`config.mk`:
```
export PLATFORM = sky130hd
export DESIGN_NAME = qtc_top
export DESIGN_NICKNAME = d
export VERILOG_FILES = /design/src/hdl/qtc_pkg.sv /design/src/hdl/qtc_prescaler.sv /design/src/hdl/qtc_counter.sv /design/src/hdl/qtc_top.sv
export SDC_FILE = /design/constraint.sdc
export NUM_CORES = 1
export LEC_CHECK = 0
export BUFFER_PORTS_ARGS = -buffer_cell sky130_fd_sc_hd__buf_2
export CORE_ASPECT_RATIO = 1.1
export CORE_MARGIN = 5
export CORE_UTILIZATION = 55
export CTS_CLUSTER_DIAMETER = 50
export CTS_CLUSTER_SIZE = 24
export DETAILED_ROUTE_END_ITERATION = 6
export GPL_TIMING_DRIVEN = 0
export HOLD_SLACK_MARGIN = 0.15
export PLACE_DENSITY = 0.76
export SLEW_MARGIN = 10
export SYNTH_ARGS = -nofsm -noshare
export SYNTH_HDL_FRONTEND = slang
export SYNTH_SLANG_ARGS = --single-unit
```
`constraint.sdc`:
```
create_clock -name CLOCK -period 3.8 [get_ports CLOCK]
set_input_delay 1.14 -clock CLOCK [delete_from_list [all_inputs] [get_ports CLOCK]]
set_output_delay 1.14 -clock CLOCK [all_outputs]
set_load 0.01 [all_outputs]
```
`src/hdl/qtc_pkg.sv`:
```
// constants for the quad 8-bit timer/counter block
package qtc_pkg;

  localparam int ADDR_W = 12;
  localparam int PRE_W = 12;

  // register indices; byte address is four times the index
  localparam logic [7:0] IDX_T02_FIRST_MODE = 8'hD0;
  localparam logic [7:0] IDX_T0_VIEW = 8'hD1;
  localparam logic [7:0] IDX_T13_FIRST_MODE = 8'hD2;
  localparam logic [7:0] IDX_T1_CMP = 8'hD3;
  localparam logic [7:0] IDX_T1_VIEW = 8'hD4;
  localparam logic [7:0] IDX_T02_SECOND_MODE = 8'hD6;
  localparam logic [7:0] IDX_T2_VIEW = 8'hD7;
  localparam logic [7:0] IDX_T13_SECOND_MODE = 8'hD8;
  localparam logic [7:0] IDX_T3_CMP = 8'hD9;
  localparam logic [7:0] IDX_T3_VIEW = 8'hDA;
  localparam logic [7:0] IDX_MATCH_FLAGS = 8'hDC;
  localparam logic [7:0] IDX_CAPTURE_EDGE = 8'hDD;

  // mode register fields
  localparam int B_ST = 0;
  localparam int B_CN = 1;
  localparam int B_CK = 2;
  localparam int B_CAP = 5;
  localparam int B_PWMEN = 5;
  localparam int B_WIDE = 6;
  localparam int B_POL = 7;

  // writable bits of the mode registers
  localparam logic [7:0] MASK_T02_MODE = 8'h3F;
  localparam logic [7:0] MASK_T1_MODE = 8'h4F;
  localparam logic [7:0] MASK_T3_MODE = 8'hEF;
  localparam logic [3:0] MASK_FLAGS = 4'hF;

  localparam logic [7:0] RST_MODE = 8'h00;
  localparam logic [7:0] RST_CMP = 8'hFF;
  localparam logic [7:0] RST_DUTY = 8'h00;
  localparam logic [3:0] RST_EDGE = 4'h5;
  localparam logic [7:0] CNT_ALL_ONES = 8'hFF;

  localparam logic [2:0] CK02_PIN = 3'h7;
  localparam logic [1:0] CK13_CHAIN = 2'h3;

  // prescaler exponents, divide by 2**n, indexed by clock select code
  localparam logic [6:0][3:0] EXP_T0 = {4'hB, 4'h9, 4'h7, 4'h5, 4'h3, 4'h2, 4'h1};
  localparam logic [6:0][3:0] EXP_T2 = {4'hC, 4'hA, 4'h8, 4'h6, 4'h4, 4'h2, 4'h1};
  localparam logic [2:0][3:0] EXP_T1 = {4'h3, 4'h1, 4'h0};
  localparam logic [2:0][3:0] EXP_T3 = {4'h4, 4'h1, 4'h0};

  localparam logic [1:0] RESP_OKAY = 2'h0;
  localparam logic [1:0] RESP_SLVERR = 2'h2;

endpackage

```
`src/hdl/qtc_prescaler.sv`:
```
// free-running prescaler giving one-cycle ticks at main clock divided by 2**k
`timescale 1ns/1ps
module qtc_prescaler #(
  parameter int PRE_W = 12
) (
  input wire logic clk,
  input wire logic rst_n,
  output logic [PRE_W:0] tick
);

  typedef struct packed {
    logic [PRE_W-1:0] div;
  } qtc_pre_state_t;

  qtc_pre_state_t s_q, s_d;

  always_comb begin
    s_d = s_q;
    s_d.div = s_q.div + {{(PRE_W-1){1'b0}}, 1'b1};
  end

  always_ff @(posedge clk or negedge rst_n) begin
    if (!rst_n) begin
      s_q <= '0;
    end else begin
      s_q <= s_d;
    end
  end

  // tick[k] fires once every 2**k cycles; tick[0] every cycle
  always_comb begin
    tick[0] = 1'b1;
    for (int k = 1; k <= PRE_W; k++) begin
      tick[k] = &(s_q.div | ~((PRE_W'(1) << k) - PRE_W'(1)));
    end
  end

endmodule // qtc_prescaler

```
`src/hdl/qtc_counter.sv`:
```
// one 8-bit count register with its capture register
`timescale 1ns/1ps
module qtc_counter #(
  parameter int W = 8
) (
  input wire logic clk,
  input wire logic rst_n,
  input wire logic clr,
  input wire logic cap_evt,
  input wire logic inc,
  input wire logic wrap,
  output logic [W-1:0] cnt,
  output logic [W-1:0] cap
);

  typedef struct packed {
    logic [W-1:0] cnt;
    logic [W-1:0] cap;
  } qtc_cnt_state_t;

  qtc_cnt_state_t s_q, s_d;

  always_comb begin
    s_d = s_q;
    if (clr) begin
      s_d.cnt = '0;
    end else if (cap_evt) begin
      s_d.cap = s_q.cnt;
      s_d.cnt = '0;
    end else if (inc) begin
      if (wrap) begin
        s_d.cnt = '0;
      end else begin
        s_d.cnt = s_q.cnt + {{(W-1){1'b0}}, 1'b1};
      end
    end
  end

  always_ff @(posedge clk or negedge rst_n) begin
    if (!rst_n) begin
      s_q <= '0;
    end else begin
      s_q <= s_d;
    end
  end

  assign cnt = s_q.cnt;
  assign cap = s_q.cap;

endmodule // qtc_counter

```
`src/hdl/qtc_top.sv`:
```
// quad 8-bit timer/counter with AXI4-Lite register access
`timescale 1ns/1ps
// Functional notes
// - five modes: timer, capture, compare, wide, PWM
// - timer 0 counts prescaled clock, 1/2..1/2048
// - timer 1 adds fast sources 1/1..1/8
// - event counter advances on pin rising edge
// - capture edge copies count into capture register
// - timer 3 feeds PWM, timer 2 compare output
// - capture bit: 0 timer, 1 capture
// - timers 0/2 continue bit pauses counting
// - timers 0/2 start bit stops or restarts
// - 3-bit clock select tables, timer 0 pin
// - wide bit pairs timers into 16 bits
// - polarity bit sets PWM duty level
// - PWM enable picks PWM or compare output
// - 2-bit clock select tables, code 11 chains
// - timers 1/3 continue bit stops counting unless the pair is wide
// - timers 1/3 start bit restarts, and stops unless the pair is wide
// - clear only on start bit rising
// - count and capture share read address
// - shared address reads view, writes compare on timers 0/2, duty on timer 3
// - count to compare, wrap, set flag
// - capture clears and restarts the counter
// - wide match flags the lower timer only
module qtc_top
  import qtc_pkg::*;
(
  input wire logic CLOCK,
  input wire logic RESETN,
  input wire logic [ADDR_W-1:0] S_AXI_AWADDR,
  input wire logic S_AXI_AWVALID,
  output logic S_AXI_AWREADY,
  input wire logic [31:0] S_AXI_WDATA,
  input wire logic [3:0] S_AXI_WSTRB,
  input wire logic S_AXI_WVALID,
  output logic S_AXI_WREADY,
  output logic [1:0] S_AXI_BRESP,
  output logic S_AXI_BVALID,
  input wire logic S_AXI_BREADY,
  input wire logic [ADDR_W-1:0] S_AXI_ARADDR,
  input wire logic S_AXI_ARVALID,
  output logic S_AXI_ARREADY,
  output logic [31:0] S_AXI_RDATA,
  output logic [1:0] S_AXI_RRESP,
  output logic S_AXI_RVALID,
  input wire logic S_AXI_RREADY,
  input wire logic EVENT_COUNT_INPUT,
  input wire logic [1:0] CAPTURE_INPUT,
  output logic TIMER_OUT_PIN,
  output logic [3:0] TIMER_MATCH_FLAG
);

  typedef struct packed {
    logic aw_v;
    logic [ADDR_W-1:0] aw_a;
    logic w_v;
    logic [7:0] w_d;
    logic w_s;
    logic b_v;
    logic [1:0] b_r;
    logic r_v;
    logic [7:0] r_d;
    logic [1:0] r_r;
    logic [3:0][7:0] mode;
    logic [3:0][7:0] cmp;
    logic [7:0] duty;
    logic [3:0] flag;
    logic [3:0] esel;
    logic [3:0] clr;
    logic ec_s1;
    logic ec_s2;
    logic ec_s3;
    logic [1:0] cp_s1;
    logic [1:0] cp_s2;
    logic [1:0] cp_s3;
    logic t2o;
    logic pin;
  } qtc_top_state_t;

  qtc_top_state_t s_q, s_d;

  logic [PRE_W:0] pre_tick;
  logic [3:0][7:0] cnt;
  logic [3:0][7:0] cap;
  logic [3:0] run, inc, wrap, clr_u, cap_evt, tick_src, set_flag;
  logic [1:0] wide, match16, cap_edge;
  logic [3:0] match8;
  logic ec_rise;

  ////////////////////////////////////////////////////////////////////////////
  // prescaler and counters

  qtc_prescaler #(
    .PRE_W(PRE_W)
  ) u_pre (
    .clk(CLOCK),
    .rst_n(RESETN),
    .tick(pre_tick)
  );

  for (genvar i = 0; i < 4; i++) begin : g_cnt
    qtc_counter #(
      .W(8)
    ) u_cnt (
      .clk(CLOCK),
      .rst_n(RESETN),
      .clr(clr_u[i]),
      .cap_evt(cap_evt[i]),
      .inc(inc[i]),
      .wrap(wrap[i]),
      .cnt(cnt[i]),
      .cap(cap[i])
    );
  end

  ////////////////////////////////////////////////////////////////////////////
  // clock sources and counting control

  assign ec_rise = s_q.ec_s2 & ~s_q.ec_s3;

  always_comb begin
    for (int c = 0; c < 2; c++) begin
      cap_edge[c] = (s_q.esel[2*c] & s_q.cp_s2[c] & ~s_q.cp_s3[c])
                  | (s_q.esel[2*c+1] & ~s_q.cp_s2[c] & s_q.cp_s3[c]);
    end
    // timer 0: prescaler or event pin
    if (s_q.mode[0][B_CK+:3] == CK02_PIN) begin
      tick_src[0] = ec_rise;
    end else begin
      tick_src[0] = pre_tick[EXP_T0[s_q.mode[0][B_CK+:3]]];
    end
    // timer 2: code 111 gives no clock
    if (s_q.mode[2][B_CK+:3] == CK02_PIN) begin
      tick_src[2] = 1'b0;
    end else begin
      tick_src[2] = pre_tick[EXP_T2[s_q.mode[2][B_CK+:3]]];
    end
    if (s_q.mode[1][B_CK+:2] == CK13_CHAIN) begin
      tick_src[1] = tick_src[0];
    end else begin
      tick_src[1] = pre_tick[EXP_T1[s_q.mode[1][B_CK+:2]]];
    end
    if (s_q.mode[3][B_CK+:2] == CK13_CHAIN) begin
      tick_src[3] = tick_src[2];
    end else begin
      tick_src[3] = pre_tick[EXP_T3[s_q.mode[3][B_CK+:2]]];
    end
    for (int i = 0; i < 4; i++) begin
      run[i] = s_q.mode[i][B_ST] & s_q.mode[i][B_CN];
      match8[i] = cnt[i] == s_q.cmp[i];
    end
    for (int p = 0; p < 2; p++) begin
      wide[p] = s_q.mode[2*p+1][B_WIDE];
      match16[p] = {cnt[2*p+1], cnt[2*p]} == {s_q.cmp[2*p+1], s_q.cmp[2*p]};
      inc[2*p] = run[2*p] & tick_src[2*p];
      wrap[2*p] = wide[p] ? match16[p] : match8[2*p];
      cap_evt[2*p] = s_q.mode[2*p][B_CAP] & cap_edge[p];
      clr_u[2*p] = s_q.clr[2*p] | (wide[p] & s_q.clr[2*p+1]);
      if (wide[p]) begin
        // upper byte advances on the lower byte's carry
        inc[2*p+1] = inc[2*p] & (match16[p] | (cnt[2*p] == CNT_ALL_ONES));
        wrap[2*p+1] = match16[p];
        cap_evt[2*p+1] = cap_evt[2*p];
        clr_u[2*p+1] = s_q.clr[2*p+1] | s_q.clr[2*p];
      end else begin
        inc[2*p+1] = run[2*p+1] & tick_src[2*p+1];
        wrap[2*p+1] = match8[2*p+1];
        cap_evt[2*p+1] = 1'b0;
        clr_u[2*p+1] = s_q.clr[2*p+1];
      end
      set_flag[2*p] = inc[2*p] & wrap[2*p] & ~clr_u[2*p] & ~cap_evt[2*p];
      set_flag[2*p+1] = ~wide[p] & inc[2*p+1] & wrap[2*p+1] & ~clr_u[2*p+1];
    end
  end

  ////////////////////////////////////////////////////////////////////////////
  // register read view

  function automatic logic [9:0] qtc_read(input logic [7:0] idx, input qtc_top_state_t s,
                                          input logic [3:0][7:0] c, input logic [3:0][7:0] k);
    logic [7:0] d;
    logic ok;
    d = 8'h00;
    ok = 1'b1;
    case (idx)
      IDX_T02_FIRST_MODE: d = s.mode[0] & MASK_T02_MODE;
      IDX_T0_VIEW: d = s.mode[0][B_CAP] ? k[0] : c[0];
      IDX_T13_FIRST_MODE: d = s.mode[1] & MASK_T1_MODE;
      IDX_T1_CMP: d = 8'h00;
      IDX_T1_VIEW: d = s.mode[0][B_CAP] & s.mode[1][B_WIDE] ? k[1] : c[1];
      IDX_T02_SECOND_MODE: d = s.mode[2] & MASK_T02_MODE;
      IDX_T2_VIEW: d = s.mode[2][B_CAP] ? k[2] : c[2];
      IDX_T13_SECOND_MODE: d = s.mode[3] & MASK_T3_MODE;
      IDX_T3_CMP: d = 8'h00;
      IDX_T3_VIEW: d = s.mode[2][B_CAP] & s.mode[3][B_WIDE] ? k[3] : c[3];
      IDX_MATCH_FLAGS: d = {4'h0, s.flag};
      IDX_CAPTURE_EDGE: d = {4'h0, s.esel};
      default: ok = 1'b0;
    endcase
    return {ok, 1'b0, d};
  endfunction

  ////////////////////////////////////////////////////////////////////////////
  // bus slave, register writes and outputs

  always_comb begin
    logic [9:0] rd;
    logic [7:0] widx;
    logic [7:0] wd;
    logic wok;
    logic pwm_act;
    rd = '0;
    widx = s_q.aw_a[9:2];
    wd = s_q.w_d;
    wok = 1'b1;
    pwm_act = 1'b0;
    s_d = s_q;
    s_d.clr = 4'h0;
    // pin synchronisers
    s_d.ec_s1 = EVENT_COUNT_INPUT;
    s_d.ec_s2 = s_q.ec_s1;
    s_d.ec_s3 = s_q.ec_s2;
    s_d.cp_s1 = CAPTURE_INPUT;
    s_d.cp_s2 = s_q.cp_s1;
    s_d.cp_s3 = s_q.cp_s2;
    // write channel
    if (S_AXI_AWVALID && !s_q.aw_v) begin
      s_d.aw_v = 1'b1;
      s_d.aw_a = S_AXI_AWADDR;
    end
    if (S_AXI_WVALID && !s_q.w_v) begin
      s_d.w_v = 1'b1;
      s_d.w_d = S_AXI_WDATA[7:0];
      s_d.w_s = S_AXI_WSTRB[0];
    end
    if (s_q.b_v && S_AXI_BREADY) begin
      s_d.b_v = 1'b0;
    end
    if (s_q.aw_v && s_q.w_v && !s_q.b_v) begin
      s_d.aw_v = 1'b0;
      s_d.w_v = 1'b0;
      s_d.b_v = 1'b1;
      case (widx)
        IDX_T02_FIRST_MODE, IDX_T13_FIRST_MODE, IDX_T02_SECOND_MODE,
        IDX_T13_SECOND_MODE: begin
          if (s_q.w_s) begin
            for (int i = 0; i < 4; i++) begin
              if (widx == IDX_T02_FIRST_MODE + 8'(2 * i + (i / 2) * 2)) begin
                s_d.mode[i] = wd & (i == 1 ? MASK_T1_MODE :
                                    i == 3 ? MASK_T3_MODE : MASK_T02_MODE);
                s_d.clr[i] = wd[B_ST] & ~s_q.mode[i][B_ST];
              end
            end
          end
        end
        IDX_T0_VIEW: if (s_q.w_s) s_d.cmp[0] = wd;
        IDX_T1_CMP: if (s_q.w_s) s_d.cmp[1] = wd;
        IDX_T2_VIEW: if (s_q.w_s) s_d.cmp[2] = wd;
        IDX_T3_CMP: if (s_q.w_s) s_d.cmp[3] = wd;
        IDX_T3_VIEW: if (s_q.w_s) s_d.duty = wd;
        IDX_T1_VIEW: ;
        IDX_MATCH_FLAGS: if (s_q.w_s) s_d.flag = s_q.flag & ~(wd[3:0] & MASK_FLAGS);
        IDX_CAPTURE_EDGE: if (s_q.w_s) s_d.esel = wd[3:0];
        default: wok = 1'b0;
      endcase
      s_d.b_r = wok ? RESP_OKAY : RESP_SLVERR;
    end
    // read channel
    if (s_q.r_v && S_AXI_RREADY) begin
      s_d.r_v = 1'b0;
    end
    if (S_AXI_ARVALID && !s_q.r_v) begin
      rd = qtc_read(S_AXI_ARADDR[9:2], s_q, cnt, cap);
      s_d.r_v = 1'b1;
      s_d.r_d = rd[7:0];
      s_d.r_r = rd[9] ? RESP_OKAY : RESP_SLVERR;
    end
    // match flags: a new match beats a clear in the same cycle
    s_d.flag = s_d.flag | set_flag;
    // compare output toggles on each timer 2 match
    if (set_flag[2]) begin
      s_d.t2o = ~s_q.t2o;
    end
    pwm_act = cnt[3] < s_q.duty;
    if (s_q.mode[3][B_PWMEN]) begin
      s_d.pin = s_q.mode[3][B_POL] ? pwm_act : ~pwm_act;
    end else begin
      s_d.pin = s_q.t2o;
    end
  end

  always_ff @(posedge CLOCK or negedge RESETN) begin
    if (!RESETN) begin
      s_q <= '0;
      s_q.mode <= {4{RST_MODE}};
      s_q.cmp <= {4{RST_CMP}};
      s_q.duty <= RST_DUTY;
      s_q.esel <= RST_EDGE;
    end else begin
      s_q <= s_d;
    end
  end

  assign S_AXI_AWREADY = ~s_q.aw_v;
  assign S_AXI_WREADY = ~s_q.w_v;
  assign S_AXI_BVALID = s_q.b_v;
  assign S_AXI_BRESP = s_q.b_r;
  assign S_AXI_ARREADY = ~s_q.r_v;
  assign S_AXI_RVALID = s_q.r_v;
  assign S_AXI_RDATA = {24'h00_0000, s_q.r_d};
  assign S_AXI_RRESP = s_q.r_r;
  assign TIMER_OUT_PIN = s_q.pin;
  assign TIMER_MATCH_FLAG = s_q.flag;

endmodule // qtc_top

```
# Word level (Yosys, flattened, before mapping)
# Memory sizes are Yosys's and may differ from the RTL's.
# Index checks and enable logic that the tools add are counted.
[totals]
regBits = 200
mem_bits_ro = 64
in_bits = 70
output_inout_bits = 46
elab_cells = 288
mem_count = 2
[memory_table]
columns = ["memory", "words", "width", "rd", "rd_clocked_by_memory_dff", "write_ports", "line", "source"]
rows = [
  ["(name not given)", 8, 4, 1, 0, 0, "qtc_top.sv:137", "tick_src[2] = pre_tick[EXP_T2[s_q.mode[2][B_CK+:3]]];"],
  ["(name not given)", 8, 4, 1, 0, 0, "qtc_top.sv:131", "tick_src[0] = pre_tick[EXP_T0[s_q.mode[0][B_CK+:3]]];"],
]
[classes]
addsub = 5
n_lt_le_gt_ge = 9
eq_ne = 36
muxes = 76
bitwise_logic = 74
reduce_logical = 47
[ops]
columns = ["cell", "n"]
rows = [
  ["8-bit == test (second input constant)", 26],
  ["8-bit two-way mux", 20],
  ["8-bit one-hot mux with 10 select lines", 1],
  ["1-bit AND", 41],
  ["4-bit two-way mux", 10],
  ["8-bit by 1-bit adder with 8-bit output (second input constant)", 4],
  ["16-bit == test", 2],
  ["8-bit == test", 4],
  ["1-bit two-way mux", 32],
  ["12-bit OR reduction", 2],
  ["1-bit NOT", 22],
  ["3-bit AND reduction", 7],
  ["4-bit by 5-bit less-than comparator with 1-bit output (second input constant)", 4],
  ["4-bit AND reduction", 5],
  ["1-bit binary-select mux with 4-bit select", 4],
  ["4-bit binary-select mux with 2-bit select", 2],
  ["13-bit two-way mux", 1],
  ["12-bit by 1-bit adder with 12-bit output (second input constant)", 1],
  ["12-bit two-way mux", 1],
  ["12-bit AND reduction", 1],
  ["3-bit nonzero test", 4],
  ["11-bit two-way mux", 1],
  ["11-bit AND reduction", 1],
  ["10-bit two-way mux", 1],
  ["22 further kinds", 50],
]

# Depth between registers and ports, before layout
# Gate-level depths: netlist of the first run.
[depth]
depth_word = 12
depth_mapped = 12
depth_no_buf = 11

# Hierarchy
# Synthesis of the first run repeated with hierarchy kept, for this count alone.
[unflattened]
hier_cells = 938
hier_area_um2 = 10453.8
[by_module_without_submodules]
columns = ["mod", "n_inst", "cells_per_inst", "area_each_um2", "seq_area_each_um2"]
rows = [
  ["qtc_top", 1, 607, 6816.5, 2995.4],
  ["qtc_counter", 4, 71, 773.2, 400.4],
  ["qtc_prescaler", 1, 47, 544.3, 300.3],
]

# Worst setup path after synthesis of the first run
# OpenSTA, ideal clock, no wires.
[synth_path]
path_type = "register to register"
startpoint = "register u_pre.s_q[0] (netlist bit)"
endpoint = "register g_cnt[0].u_cnt.s_q, in the netlist g_cnt[0].u_cnt.cnt[5]"
arrival_time_ns = 2.569
path_slack_ns = 1.167
path_stages_with_launch = 13
path_buffers = 1
cell_sequence = "dfrtp_1 > ha_1 > nand3_1 > inv_1 > ha_1 > o221ai_1 > a311oi_1 > a2bb2oi_1 > or4_4 > or2_1 > clkbuf_2 > nor3b_2 > a21o_1"
[synth_via]
elab_chain_len = 6
elab_cells_between_ends = 16
cone_classes = "3 x mux; 1 x bitwise; 12 x reduce/logical"
[synth_lines]
columns = ["item", "line", "source"]
rows = [
  ["start, declared", "qtc_prescaler.sv:15", "qtc_pre_state_t s_q, s_d;"],
  ["start signal, assigned", "qtc_prescaler.sv:24", "s_q <= '0;"],
  ["start signal, assigned", "qtc_prescaler.sv:26", "s_q <= s_d;"],
  ["12-bit AND reduction (tied with other cells)", "qtc_prescaler.sv:34", "tick[k] = &(s_q.div | ~((PRE_W'(1) << k) - PRE_W'(1)));"],
  ["1-bit binary-select mux with 4-bit select (*)", "qtc_top.sv:131", ""],
  ["1-bit two-way mux (implied by the code) (*)", "qtc_top.sv:131", ""],
  ["1-bit two-way mux (*)", "qtc_top.sv:128", "if (s_q.mode[0][B_CK+:3] == CK02_PIN) begin"],
  ["1-bit AND (*)", "qtc_top.sv:156", "inc[2*p] = run[2*p] & tick_src[2*p];"],
  ["3-bit nonzero test (no line) (*)", "n/a", ""],
  ["end signal, assigned", "qtc_counter.sv:41", "s_q <= '0;"],
  ["end signal, assigned", "qtc_counter.sv:43", "s_q <= s_d;"],
  ["end, declared", "qtc_counter.sv:21", "qtc_cnt_state_t s_q, s_d;"],
]
# Mark *: on every way between the ends. The rest lies on a longest branch, timed or not. The select of a mux whose other input is x is not followed.
# A chain may end at the register's enable or synchronous reset.

# Worst setup path in the final report of the first run
[layout_path]
startpoint = "register u_pre.s_q[0] (netlist bit)"
endpoint = "register g_cnt[1].u_cnt.s_q, in the netlist g_cnt[1].u_cnt.cnt[3]"
[layout_via]
elab_chain_len = 8
elab_cells_between_ends = 22
cone_classes = "7 x mux; 3 x bitwise; 12 x reduce/logical"
[layout_lines]
columns = ["item", "line", "source"]
rows = [
  ["12-bit AND reduction (tied with other cells)", "qtc_prescaler.sv:34", ""],
  ["1-bit binary-select mux with 4-bit select", "qtc_top.sv:131", ""],
  ["1-bit two-way mux (implied by the code)", "qtc_top.sv:131", ""],
  ["1-bit two-way mux", "qtc_top.sv:128", ""],
  ["1-bit two-way mux or 1-bit AND (tied branches)", "qtc_top.sv:139, qtc_top.sv:156", ""],
  ["1-bit AND, on equally long branches", "qtc_top.sv:167, qtc_top.sv:162", ""],
  ["1-bit two-way mux (*)", "qtc_top.sv:160", "if (wide[p]) begin"],
  ["3-bit nonzero test (no line) (*)", "n/a", ""],
  ["end signal, assigned", "qtc_counter.sv:41", ""],
  ["end signal, assigned", "qtc_counter.sv:43", ""],
  ["end, declared", "qtc_counter.sv:21", ""],
]
# Marks and branches as above.

==> results of run 1 <==
## registers in the layout, summed over array words and instances, names as in the netlist
signal	flops
s_q	95
g_cnt.u_cnt.cap	32
g_cnt.u_cnt.cnt	32
u_pre.s_q	12
S_AXI_RDATA	8
s_d	6
TIMER_MATCH_FLAG	4
S_AXI_BRESP	1
S_AXI_BVALID	1
S_AXI_RRESP	1
S_AXI_RVALID	1
TIMER_OUT_PIN	1
## power groups by stage
stage                     clock, mW  combinational [mW]  sequential (mW)
after CTS                      1.90                1.06             2.52
after global placement            0                1.03             2.55
after global routing           1.99                1.18             2.55
after detailed placement          0                1.06             2.56
final                          1.87                1.06             2.53
after floorplan                   0               0.727             2.44
## final cells by class
cell class              count  area share (%)
well taps                 238           2.623
inverters                  31           1.025
clock inverters            15           1.675
repair buffers             54           2.667
clock buffers              17           3.747
flip-flops and latches    194           43.13
plain buffers              78           3.989
multi-input cells         699           41.15
## how the worst max path moves through the flow
stage,slack (ns),end,start,cells past startpoint
after CTS,0.36,g_cnt[1].u_cnt.cnt[3],u_pre.s_q[0],12
final,0.38,g_cnt[1].u_cnt.cnt[3],u_pre.s_q[0],12
after global routing,0.24,g_cnt[1].u_cnt.cnt[5],u_pre.s_q[0],12
after detailed placement,0.46,g_cnt[1].u_cnt.cnt[3],u_pre.s_q[0],12
after global placement,-1.60,s_q[126],RESETN,1
after floorplan,1.17,g_cnt[0].u_cnt.cnt[5],u_pre.s_q[0],12
## stage by stage
| step | util [%] | setup slack (ns) | total power, mW | setup TNS, ns |
|---|---|---|---|---|
| 2_1_floorplan | - | 1.167 | 3.163 | 0 |
| 3_5_place_dp | 60.32 | 0.4633 | 3.614 | 0 |
| 3_3_place_gp | 60.11 | -1.597 | 3.574 | -267.35 |
| 4_1_cts | 63.78 | 0.3614 | 5.478 | 0 |
| 5_1_grt | 63.78 | 0.2433 | 5.717 | 0 |
| 6_report | 63.78 | 0.3775 | 5.457 | 0 |
## Yosys cell counts, drive strengths merged (12+ instances only)
master  count
xor2       35
mux2i      27
o31ai      12
o21ai      93
nor2b      14
nand2     110
inv        31
nor3       16
nand3      36
buf        47
nor2       49
o22ai      14
ha         21
and3       17
a21oi      22
clkbuf     31
dfstp      34
mux2       89
dfrtp     160
## layer usage
metal  vias up  wire (um)  global-route usage, %
met5         -          7                      0
met1      3733      10780                  32.55
met2       290      11410                  38.14
met4         2        589                  9.247
met3        46       1604                  4.206
li1       3606          -                      -
## kinds of logic after synthesis
family / after synthesis / share of synthesized area, %
and+or+nand+nor: 296 / 14.51
AOI/OAI and AO/OA: 197 / 12.00
DFF: 194 / 48.75
muxes: 116 / 12.67
buffers and inverters: 109 / 5.668
xor gates and xnor gates: 43 / 3.749
adders and majority gates: 21 / 2.616
other: 1 / 0.03733
## critical path: stages (launching register included)
cell and delay [ns]:
dfrtp_1 0.42, ha_1 0.32, nand3_1 0.19, inv_1 0.14
ha_1 0.19, o221ai_1 0.12, a311oi_1 0.23, a2bb2oi_1 0.24
nor4b_1 0.55, nor4b_1 0.13, buf_2 0.20, or4_1 0.51
o211ai_1 0.10
==> flow_summary.toml, run 1 <==
[grt]
grt.total_usage_pct = 23.76
grt_overflow = 0
grt_pass1_vias = 7394
grt_max_degree = 105
grt_pass1_wl_mm = 39.53
antenna_found_initial = 1

[sta]
fin_crit_sh_pct = 90.06
skew_ns = 0.01070
max_freq_mhz = 292.2
worst_pin_slew_ns = 1.248
rsz0062_at_grt = "no"
hold_ws_ns = 0.3509
relSlewSlack_pct = 16.65
hold_viol_final = 0
post-route-min-period_ns = 3.422
slew_violations = 0
setup_violations = 0

[cells_and_area]
final_common_cell = "dfrtp_1"
area_growth_pct = 13.04
diodes = 0
multi_input_area_um2 = 4672
fill_cells = 1441
drive_gt1_share_pct = 24.26
final_cells = 1326
fin_area_um2 = 11350
final_nets = 1166
final_cell_mix = "dfrtp_1 (160), nand2_1 (110), o21ai_0 (93)"
seqCellArea_um2 = 4897

[hold_path]
holdPathStages = 0
hold_end = "s_d[2]"
min-delay-start = "s_d[4]"
hp-class = "flop to flop"

[die]
core_area_um2 = 17800
io-pin-count = 116
dieArea_um2 = 21070
die_h_um = 151.7
die_x_um = 138.9
rows = 51
start_util_pct = 56.42

[cts]
clock_latency_ns = 0.44
clk_path_buf_depth = 2
h-tree-depth = 4
cts.clk_slew.worst_paths_ns = 0.07
cts_resized = 0
cts.sinks = 194
cts_tree = "done"
cts_hold_buf = 0
cts-root-buf = "clkbuf_16"
cts_setup_buffers = 0
cts_buffers = 17

[placed_design]
post-dp-hpwl_mm = 17.59
routabilityCongestion = 0.9272
place_area_um2 = 10740
post-place-cells = 1294
io_buffers = 53

[critical_path]
reg2regPathDepth = 12
start_kind = "flop"
path_max_fanout = 10
arrival_ns = 3.78
end_kind = "flop"
ff2ff_setup_slack_ns = 0.38
r2r-end = "g_cnt[1].u_cnt.cnt[3]"
regToRegStartpoint = "u_pre.s_q[0]"
crit_type = "flop to flop"
cp.required_ns = 4.16

[yosys]
synth_edf_count = 0
synth.top_cell.area_share_pct = 39.86
synth-async-reset-ratio_pct = 100.0
synth-main-ff-cell = "dfrtp_1"
synth.largest_area_cell = "dfrtp_1"
syn_area_per_cell_um2 = 10.28
ys_seq_area_share_pct = 48.75
yosysUniqueCellTypes = 63
ys_top_cells_by_area = "dfrtp_1 (40%), mux2_2 (10%), dfstp_2 (8.9%)"
synth-seq-cells = 194
yosysWarnings = 0
synthCells = 977
netlist_area_um2 = 10040

[power]
swShare_pct = 32.32
peakVddDrop_mv = 0.3714
p_switching_mw = 1.764
power.density_nw_per_um2 = 480.6
internal_power_mw = 3.694
clock_power_share_pct = 34.3
power_frac_seq_pct = 46.3
combPwrFrac_pct = 19.4
leakagePower_nw = 5.390

[outcome]
status = "complete, no violations"

[flow_run]
maxCapViolations = 0

[detailed_routing]
ant_nets = 0
drtIter0Drc = 702
drc = 0
first_pass_iters = 5
viasPerCell = 5.790
vias = 7677
wl_per_cell_um = 18.39
drt_wl_total_mm = 24.39
Power figures use the tool's default switching activity.
==> run 2: changes to the inputs <==
--- a/config.mk
+++ b/config.mk
@@ -8,13 +8,12 @@
 export BUFFER_PORTS_ARGS = -buffer_cell sky130_fd_sc_hd__buf_2
 export CORE_ASPECT_RATIO = 1.1
 export CORE_MARGIN = 5
-export CORE_UTILIZATION = 55
+export CORE_UTILIZATION = 40
 export CTS_CLUSTER_DIAMETER = 50
 export CTS_CLUSTER_SIZE = 24
 export DETAILED_ROUTE_END_ITERATION = 6
 export GPL_TIMING_DRIVEN = 0
 export HOLD_SLACK_MARGIN = 0.15
-export PLACE_DENSITY = 0.76
 export SLEW_MARGIN = 10
 export SYNTH_ARGS = -nofsm -noshare
 export SYNTH_HDL_FRONTEND = slang
==> run 2 against run 1 <==
Effect of this change:
- clock power fell by 5%
- sequential power barely moved
- hold slack got worse by 0.00052 ns
- critical path type unchanged
- critical endpoint unchanged
- largest power group unchanged
- highest routed layer unchanged
==> flow_summary.toml, run 2 (same netlist as run 1, synthesis figures left out) <==
[outcome]
status = "complete, no violations"

[grt]
grt_pass1_vias = 7350
antenna_found_initial = 1
grt_overflow = 0
grt.total_usage_pct = 18.38
grt_pass1_wl_mm = 41.14
grt_max_degree = 106

[cells_and_area]
multi_input_area_um2 = 4672
largest_register_ffs = 95
seqCellArea_um2 = 4897
final_cells = 1399
fill_cells = 2382
top_register = "s_q"
area_growth_pct = 13.78
final_cell_mix = "dfrtp_1 (160), nand2_1 (110), o21ai_0 (93)"
final_nets = 1167
diodes = 0
final_common_cell = "dfrtp_1"
utilization_pct = 46.41
drive_gt1_share_pct = 24.15

[detailed_routing]
drtIter0Drc = 651
first_pass_iters = 5
drc = 0
drt_wl_total_mm = 25.49
ant_nets = 0
viasPerCell = 5.363
vias = 7503
wl_per_cell_um = 18.22

[sta]
setup_violations = 0
fin_crit_sh_pct = 85.33
rsz0062_at_grt = "no"
relSlewSlack_pct = 16.41
slew_violations = 0
post-route-worst-setup-slack_ns = 0.5573
worst_pin_slew_ns = 1.251
max_freq_mhz = 308.4
skew_ns = 0.02118
post-route-min-period_ns = 3.243
hold_viol_final = 0
tns_ns = 0

[placed_design]
io_buffers = 53
post-dp-hpwl_mm = 18.50
post-place-cells = 1367
post-place-ws_ns = 0.4905
routabilityCongestion = 0.9219

[critical_path]
cp.required_ns = 4.16
crit_type = "flop to flop"
path_max_fanout = 10
end_kind = "flop"
arrival_ns = 3.60
start_kind = "flop"

[power]
power.density_nw_per_um2 = 470.2
leakagePower_nw = 5.380
peakVddDrop_mv = 0.3660

[die]
die_h_um = 176.2
die_x_um = 161.1
core_area_um2 = 24620
start_util_pct = 40.79
rows = 60
dieArea_um2 = 28380
io-pin-count = 116

[cts]
cts_buffers = 17
clk_path_buf_depth = 2
cts.sinks = 194
cts_hold_buf = 0
cts_resized = 0
cts.clk_slew.worst_paths_ns = 0.08
h-tree-depth = 4
cts-root-buf = "clkbuf_16"
clock_latency_ns = 0.44
cts_tree = "done"
cts_setup_buffers = 0

[hold_path]
hp-class = "flop to flop"

[flow_run]
maxCapViolations = 0
==> run 2: changes by cell type in the layout (fill, tap and decap cells not counted) <==
cell / before / now
clkinv_2: 0 / 1
clkinv_8: 2 / 0
clkbuf_1: 29 / 31
clkinvlp_4: 1 / 2
inv_6: 7 / 4
clkbuf_8: 0 / 1
inv_8: 1 / 2
buf_16: 1 / 2
bufinv_16: 2 / 1
==> run 2: routing by layer <==
| metal | global-route usage (%) | part of all wire (%) | vias up |
|---|---|---|---|
| met1 | 25.78 | 47 | 3641 |
| met2 | 28.52 | 45 | 218 |
| met3 | 4.226 | 5.4 | 37 |
| li1 | - | - | 3605 |
| met4 | 5.617 | 2.2 | 2 |
| met5 | 0 | 0.051 | - |
==> run 2: worst paths after layout <==
path / end / from / cells past startpoint / slack [ns]
worst max-delay path: g_cnt[1].u_cnt.cnt[3] / u_pre.s_q[0] / 12 / 0.56
worst min-delay path: s_d[3] / s_d[5] / 0 / 0.35
worst max register to register: g_cnt[1].u_cnt.cnt[3] / u_pre.s_q[0] / 12 / 0.56
worst min register to register: s_d[3] / s_d[5] / 0 / 0.35
max in group asynchronous: s_q[33] / RESETN / 3 / 2.17
min in group asynchronous: u_pre.s_q[8] / RESETN / 1 / 0.50
==> run 2: area by class of cell <==
class                   instances  area share (%)
flip-flops and latches        194           42.85
multi-input cells             699           40.88
plain buffers                  78           3.963
clock buffers                  20           3.908
well taps                     310           3.394
repair buffers                 55           2.890
clock inverters                12           1.095
inverters                      31           1.018
==> run 2: critical path, stage by stage (launching register included) <==
cell	delay [ns]
dfrtp_1	0.42
ha_1	0.33
nand3_1	0.17
inv_1	0.13
ha_1	0.18
o221ai_1	0.10
a311oi_1	0.22
a2bb2oi_1	0.22
nor4b_1	0.46
nor4b_1	0.12
buf_2	0.20
or4_1	0.50
o211ai_1	0.10
==> run 2: power by group <==
part | switching [mW] | internal, mW
logic | 0.659 | 0.412
registers | 0.241 | 2.28
clock network | 0.839 | 0.941
total | 1.74 | 3.63
==> run 2: per-stage QoR <==
step           power [mW]  hold WS [ns]  instance area [um^2]
2_1_floorplan       3.163        0.3312                 10140
3_3_place_gp        3.614        0.3335                 10790
3_5_place_dp        3.637        0.3347                 10860
4_1_cts             5.420        0.3533                 11430
5_1_grt             5.661        0.3555                 11430
6_report            5.373        0.3504                 11430
==> run 3: changes to the inputs <==
--- a/config.mk
+++ b/config.mk
@@ -5,6 +5,7 @@
 export SDC_FILE = /design/constraint.sdc
 export NUM_CORES = 1
 export LEC_CHECK = 0
+export ABC_AREA = 0
 export BUFFER_PORTS_ARGS = -buffer_cell sky130_fd_sc_hd__buf_2
 export CORE_ASPECT_RATIO = 1.1
 export CORE_MARGIN = 5
@@ -14,7 +15,8 @@
 export DETAILED_ROUTE_END_ITERATION = 6
 export GPL_TIMING_DRIVEN = 0
 export HOLD_SLACK_MARGIN = 0.15
-export SLEW_MARGIN = 10
+export SLEW_MARGIN = 20
 export SYNTH_ARGS = -nofsm -noshare
 export SYNTH_HDL_FRONTEND = slang
+export SYNTH_HIERARCHICAL = 1
 export SYNTH_SLANG_ARGS = --single-unit
==> run 3 against run 2 <==
Effect of this change:
- utilization decreased by 0.14 points
- sequential cell count unchanged
- synthesized area rose by 4.1%
- die area is 3.8% higher
- clock-buffer cell count grew 1
- register-to-register slack worse by 0.38 ns
- critical path depth up 1
- via count decreased by 1.5%
- largest power group unchanged
==> flow_summary.toml, run 3 <==
[detailed_routing]
vias = 7394
viasPerCell = 5.266
drt_wl_total_mm = 25.47
drtIter0Drc = 433
wl_per_cell_um = 18.14
ant_nets = 0
drc = 0
first_pass_iters = 5

[sta]
skew_ns = 0.009951
worst_pin_slew_ns = 0.8737
tns_ns = 0
hold_viol_final = 0
post-route-min-period_ns = 3.622
slew_violations = 0
fin_crit_sh_pct = 95.30
max_freq_mhz = 276.1
relSlewSlack_pct = 41.75
setup_violations = 0
rsz0062_at_grt = "no"

[outcome]
status = "complete, no violations"

[yosys]
syn_area_per_cell_um2 = 11.14
ys_seq_area_share_pct = 46.85
yosysWarnings = 6
synth-seq-cells = 194
synth-async-reset-ratio_pct = 100.0
synthTopCellsByCount = "dfrtp_1 (160), mux2_2 (113), nand2_1 (57), buf_4 (46), xor2_1 (39)"
synth-main-ff-cell = "dfrtp_1"
yosysUniqueCellTypes = 71
synth.largest_area_cell = "dfrtp_1"
ys_top_cells_by_area = "dfrtp_1 (38%), mux2_2 (12%), dfstp_2 (8.5%)"
synth_most_common_cell = "dfrtp_1"
synth.top_cell.area_share_pct = 38.30
synth_edf_count = 0
netlist_area_um2 = 10450
synthCells = 938

[grt]
grt.total_usage_pct = 17.61
grt_pass1_vias = 7294
grt_overflow = 0
grt_max_degree = 91
antenna_found_initial = 1
grt_pass1_wl_mm = 41.13

[cts]
h-tree-depth = 4
cts.sinks = 194
cts_buffers = 17
clk_path_buf_depth = 2
cts-root-buf = "clkbuf_16"
cts_setup_buffers = 0
cts.clk_slew.worst_paths_ns = 0.07
cts_tree = "done"
cts_hold_buf = 0
clock_latency_ns = 0.44

[power]
swShare_pct = 28.73
leakagePower_nw = 5.718
combPwrFrac_pct = 16.9
internal_power_mw = 3.887
peakVddDrop_mv = 0.3189
power_frac_seq_pct = 46.8
power.total_mw = 5.454
p_switching_mw = 1.567
clock_power_share_pct = 36.3
power.density_nw_per_um2 = 454.9

[die]
die_h_um = 179.6
io-pin-count = 116
core_area_um2 = 25910
start_util_pct = 40.35
die_x_um = 164.1
rows = 62
dieArea_um2 = 29470

[critical_path]
crit_type = "flop to flop"
ff2ff_setup_slack_ns = 0.18
path_max_fanout = 10
r2r-end = "g_cnt[3].u_cnt/cnt[6]"
reg2regPathDepth = 13
regToRegStartpoint = "u_pre/s_q[0]"
start_kind = "flop"
end_kind = "flop"
cp.required_ns = 4.13
arrival_ns = 3.95

[hold_path]
hp-class = "flop to flop"
hold_end = "s_d[2]"
holdPathStages = 0
min-delay-start = "s_d[4]"

[cells_and_area]
final_cell_mix = "dfrtp_1 (160), mux2_2 (113), buf_2 (58)"
final_common_cell = "dfrtp_1"
largest_register_ffs = 95
final_nets = 1129
top_register = "s_q"
drive_gt1_share_pct = 29.31
area_growth_pct = 14.70

[placed_design]
io_buffers = 54
post-dp-hpwl_mm = 18.73
routabilityCongestion = 0.9073

[flow_run]
maxCapViolations = 0
[run 3: cell count changes after synthesis, sizes merged, moves of 11 or more]
cell,delta
nor3b,+12
o21ai,-66
nor2,-12
o22a,+11
o22ai,-12
nand2,-49
nand3,-20
mux2,+27
[run 3: per-layer routing]
layer / vias to the layer above / global-route usage [%] / share of wire (%)
met5: - / 0 / 0
met4: 0 / 4.597 / 1.4
met3: 19 / 3.069 / 4.4
met2: 178 / 27.15 / 46
met1: 3655 / 25.70 / 48
li1: 3542 / - / -
[run 3: worst max-delay path by stage]
stage / endpoint / startpoint / slack (ns) / depth (start not counted)
after floorplan: g_cnt[3].u_cnt/cnt[6] / u_pre/s_q[0] / 0.46 / 13
after global placement: g_cnt[2].u_cnt/cnt[2] / RESETN / -1.72 / 1
after detailed placement: g_cnt[3].u_cnt/cnt[6] / u_pre/s_q[0] / -0.009 / 13
after CTS: g_cnt[3].u_cnt/cnt[6] / u_pre/s_q[0] / 0.13 / 13
after global routing: g_cnt[3].u_cnt/cnt[6] / u_pre/s_q[0] / 0.02 / 13
final: g_cnt[3].u_cnt/cnt[6] / u_pre/s_q[0] / 0.18 / 13
[run 3: area by class of cell]
type                            count  area (um^2)
Antenna cell                        1        2.502
Timing Repair Buffer               56        335.3
Buffer                             84        494.2
Fill cell                        2432        13920
Inverter                           29        108.9
Clock buffer                       21        480.5
Tap cell                          352        440.4
Clock inverter                     11        172.7
Sequential cell                   194         4897
Multi-Input combinational cell    656         5059
[run 3: worst max-delay path, stage by stage (launching register included)]
cell     delay (ns)
dfrtp_1        0.42
ha_1           0.27
nand3_2        0.15
nor2_1         0.09
and2_1         0.17
mux2_1         0.30
mux4_2         0.50
mux4_1         0.52
and4_1         0.25
a31o_2         0.21
buf_4          0.17
nor3_4         0.19
nor3_1         0.09
o22a_1         0.19
[run 3: logic make-up (layout without fill, tap and decap cells)]
family          count (synthesis)  in the layout  synth area share (%)
other cells                     2             28               0.07184
xor+xnor                       40             40                 3.351
fa+ha+maj                      21             21                 2.513
flops                         194            194                 46.85
simple gates                  267            267                 14.48
compound gates                145            145                 9.886
mux                           156            156                 17.08
buf+inv                       113            201                 5.769
[run 3: power groups by stage]
stage	Sequential [mW]	Clock [mW]	Combinational, mW
after detailed placement	2.60	0	0.922
final	2.55	1.98	0.920
after CTS	2.56	2.03	0.928
after global placement	2.59	0	0.901
after floorplan	2.47	0	0.635
after global routing	2.58	2.12	1.01
[run 3: repair_timing]
item	CTS	global route
setup endpoints to repair	2	2
resized for setup	1	1
endpoints found under the hold margin	0	0
[run 3: per-stage QoR]
step                std cells  setup slack, ns  instance area, um^2  utilization (%)  hold slack (ns)
finish                   1404           0.1785                11990            46.28           0.3476
global placement         1369           -1.721                11260            43.45           0.3349
detailed placement       1371        -0.009404                11320            43.70           0.3347
floorplan                 963           0.4590                10550                -           0.3312
global route             1404          0.01864                11990            46.28           0.3594
CTS                      1403           0.1279                11980            46.24           0.3479
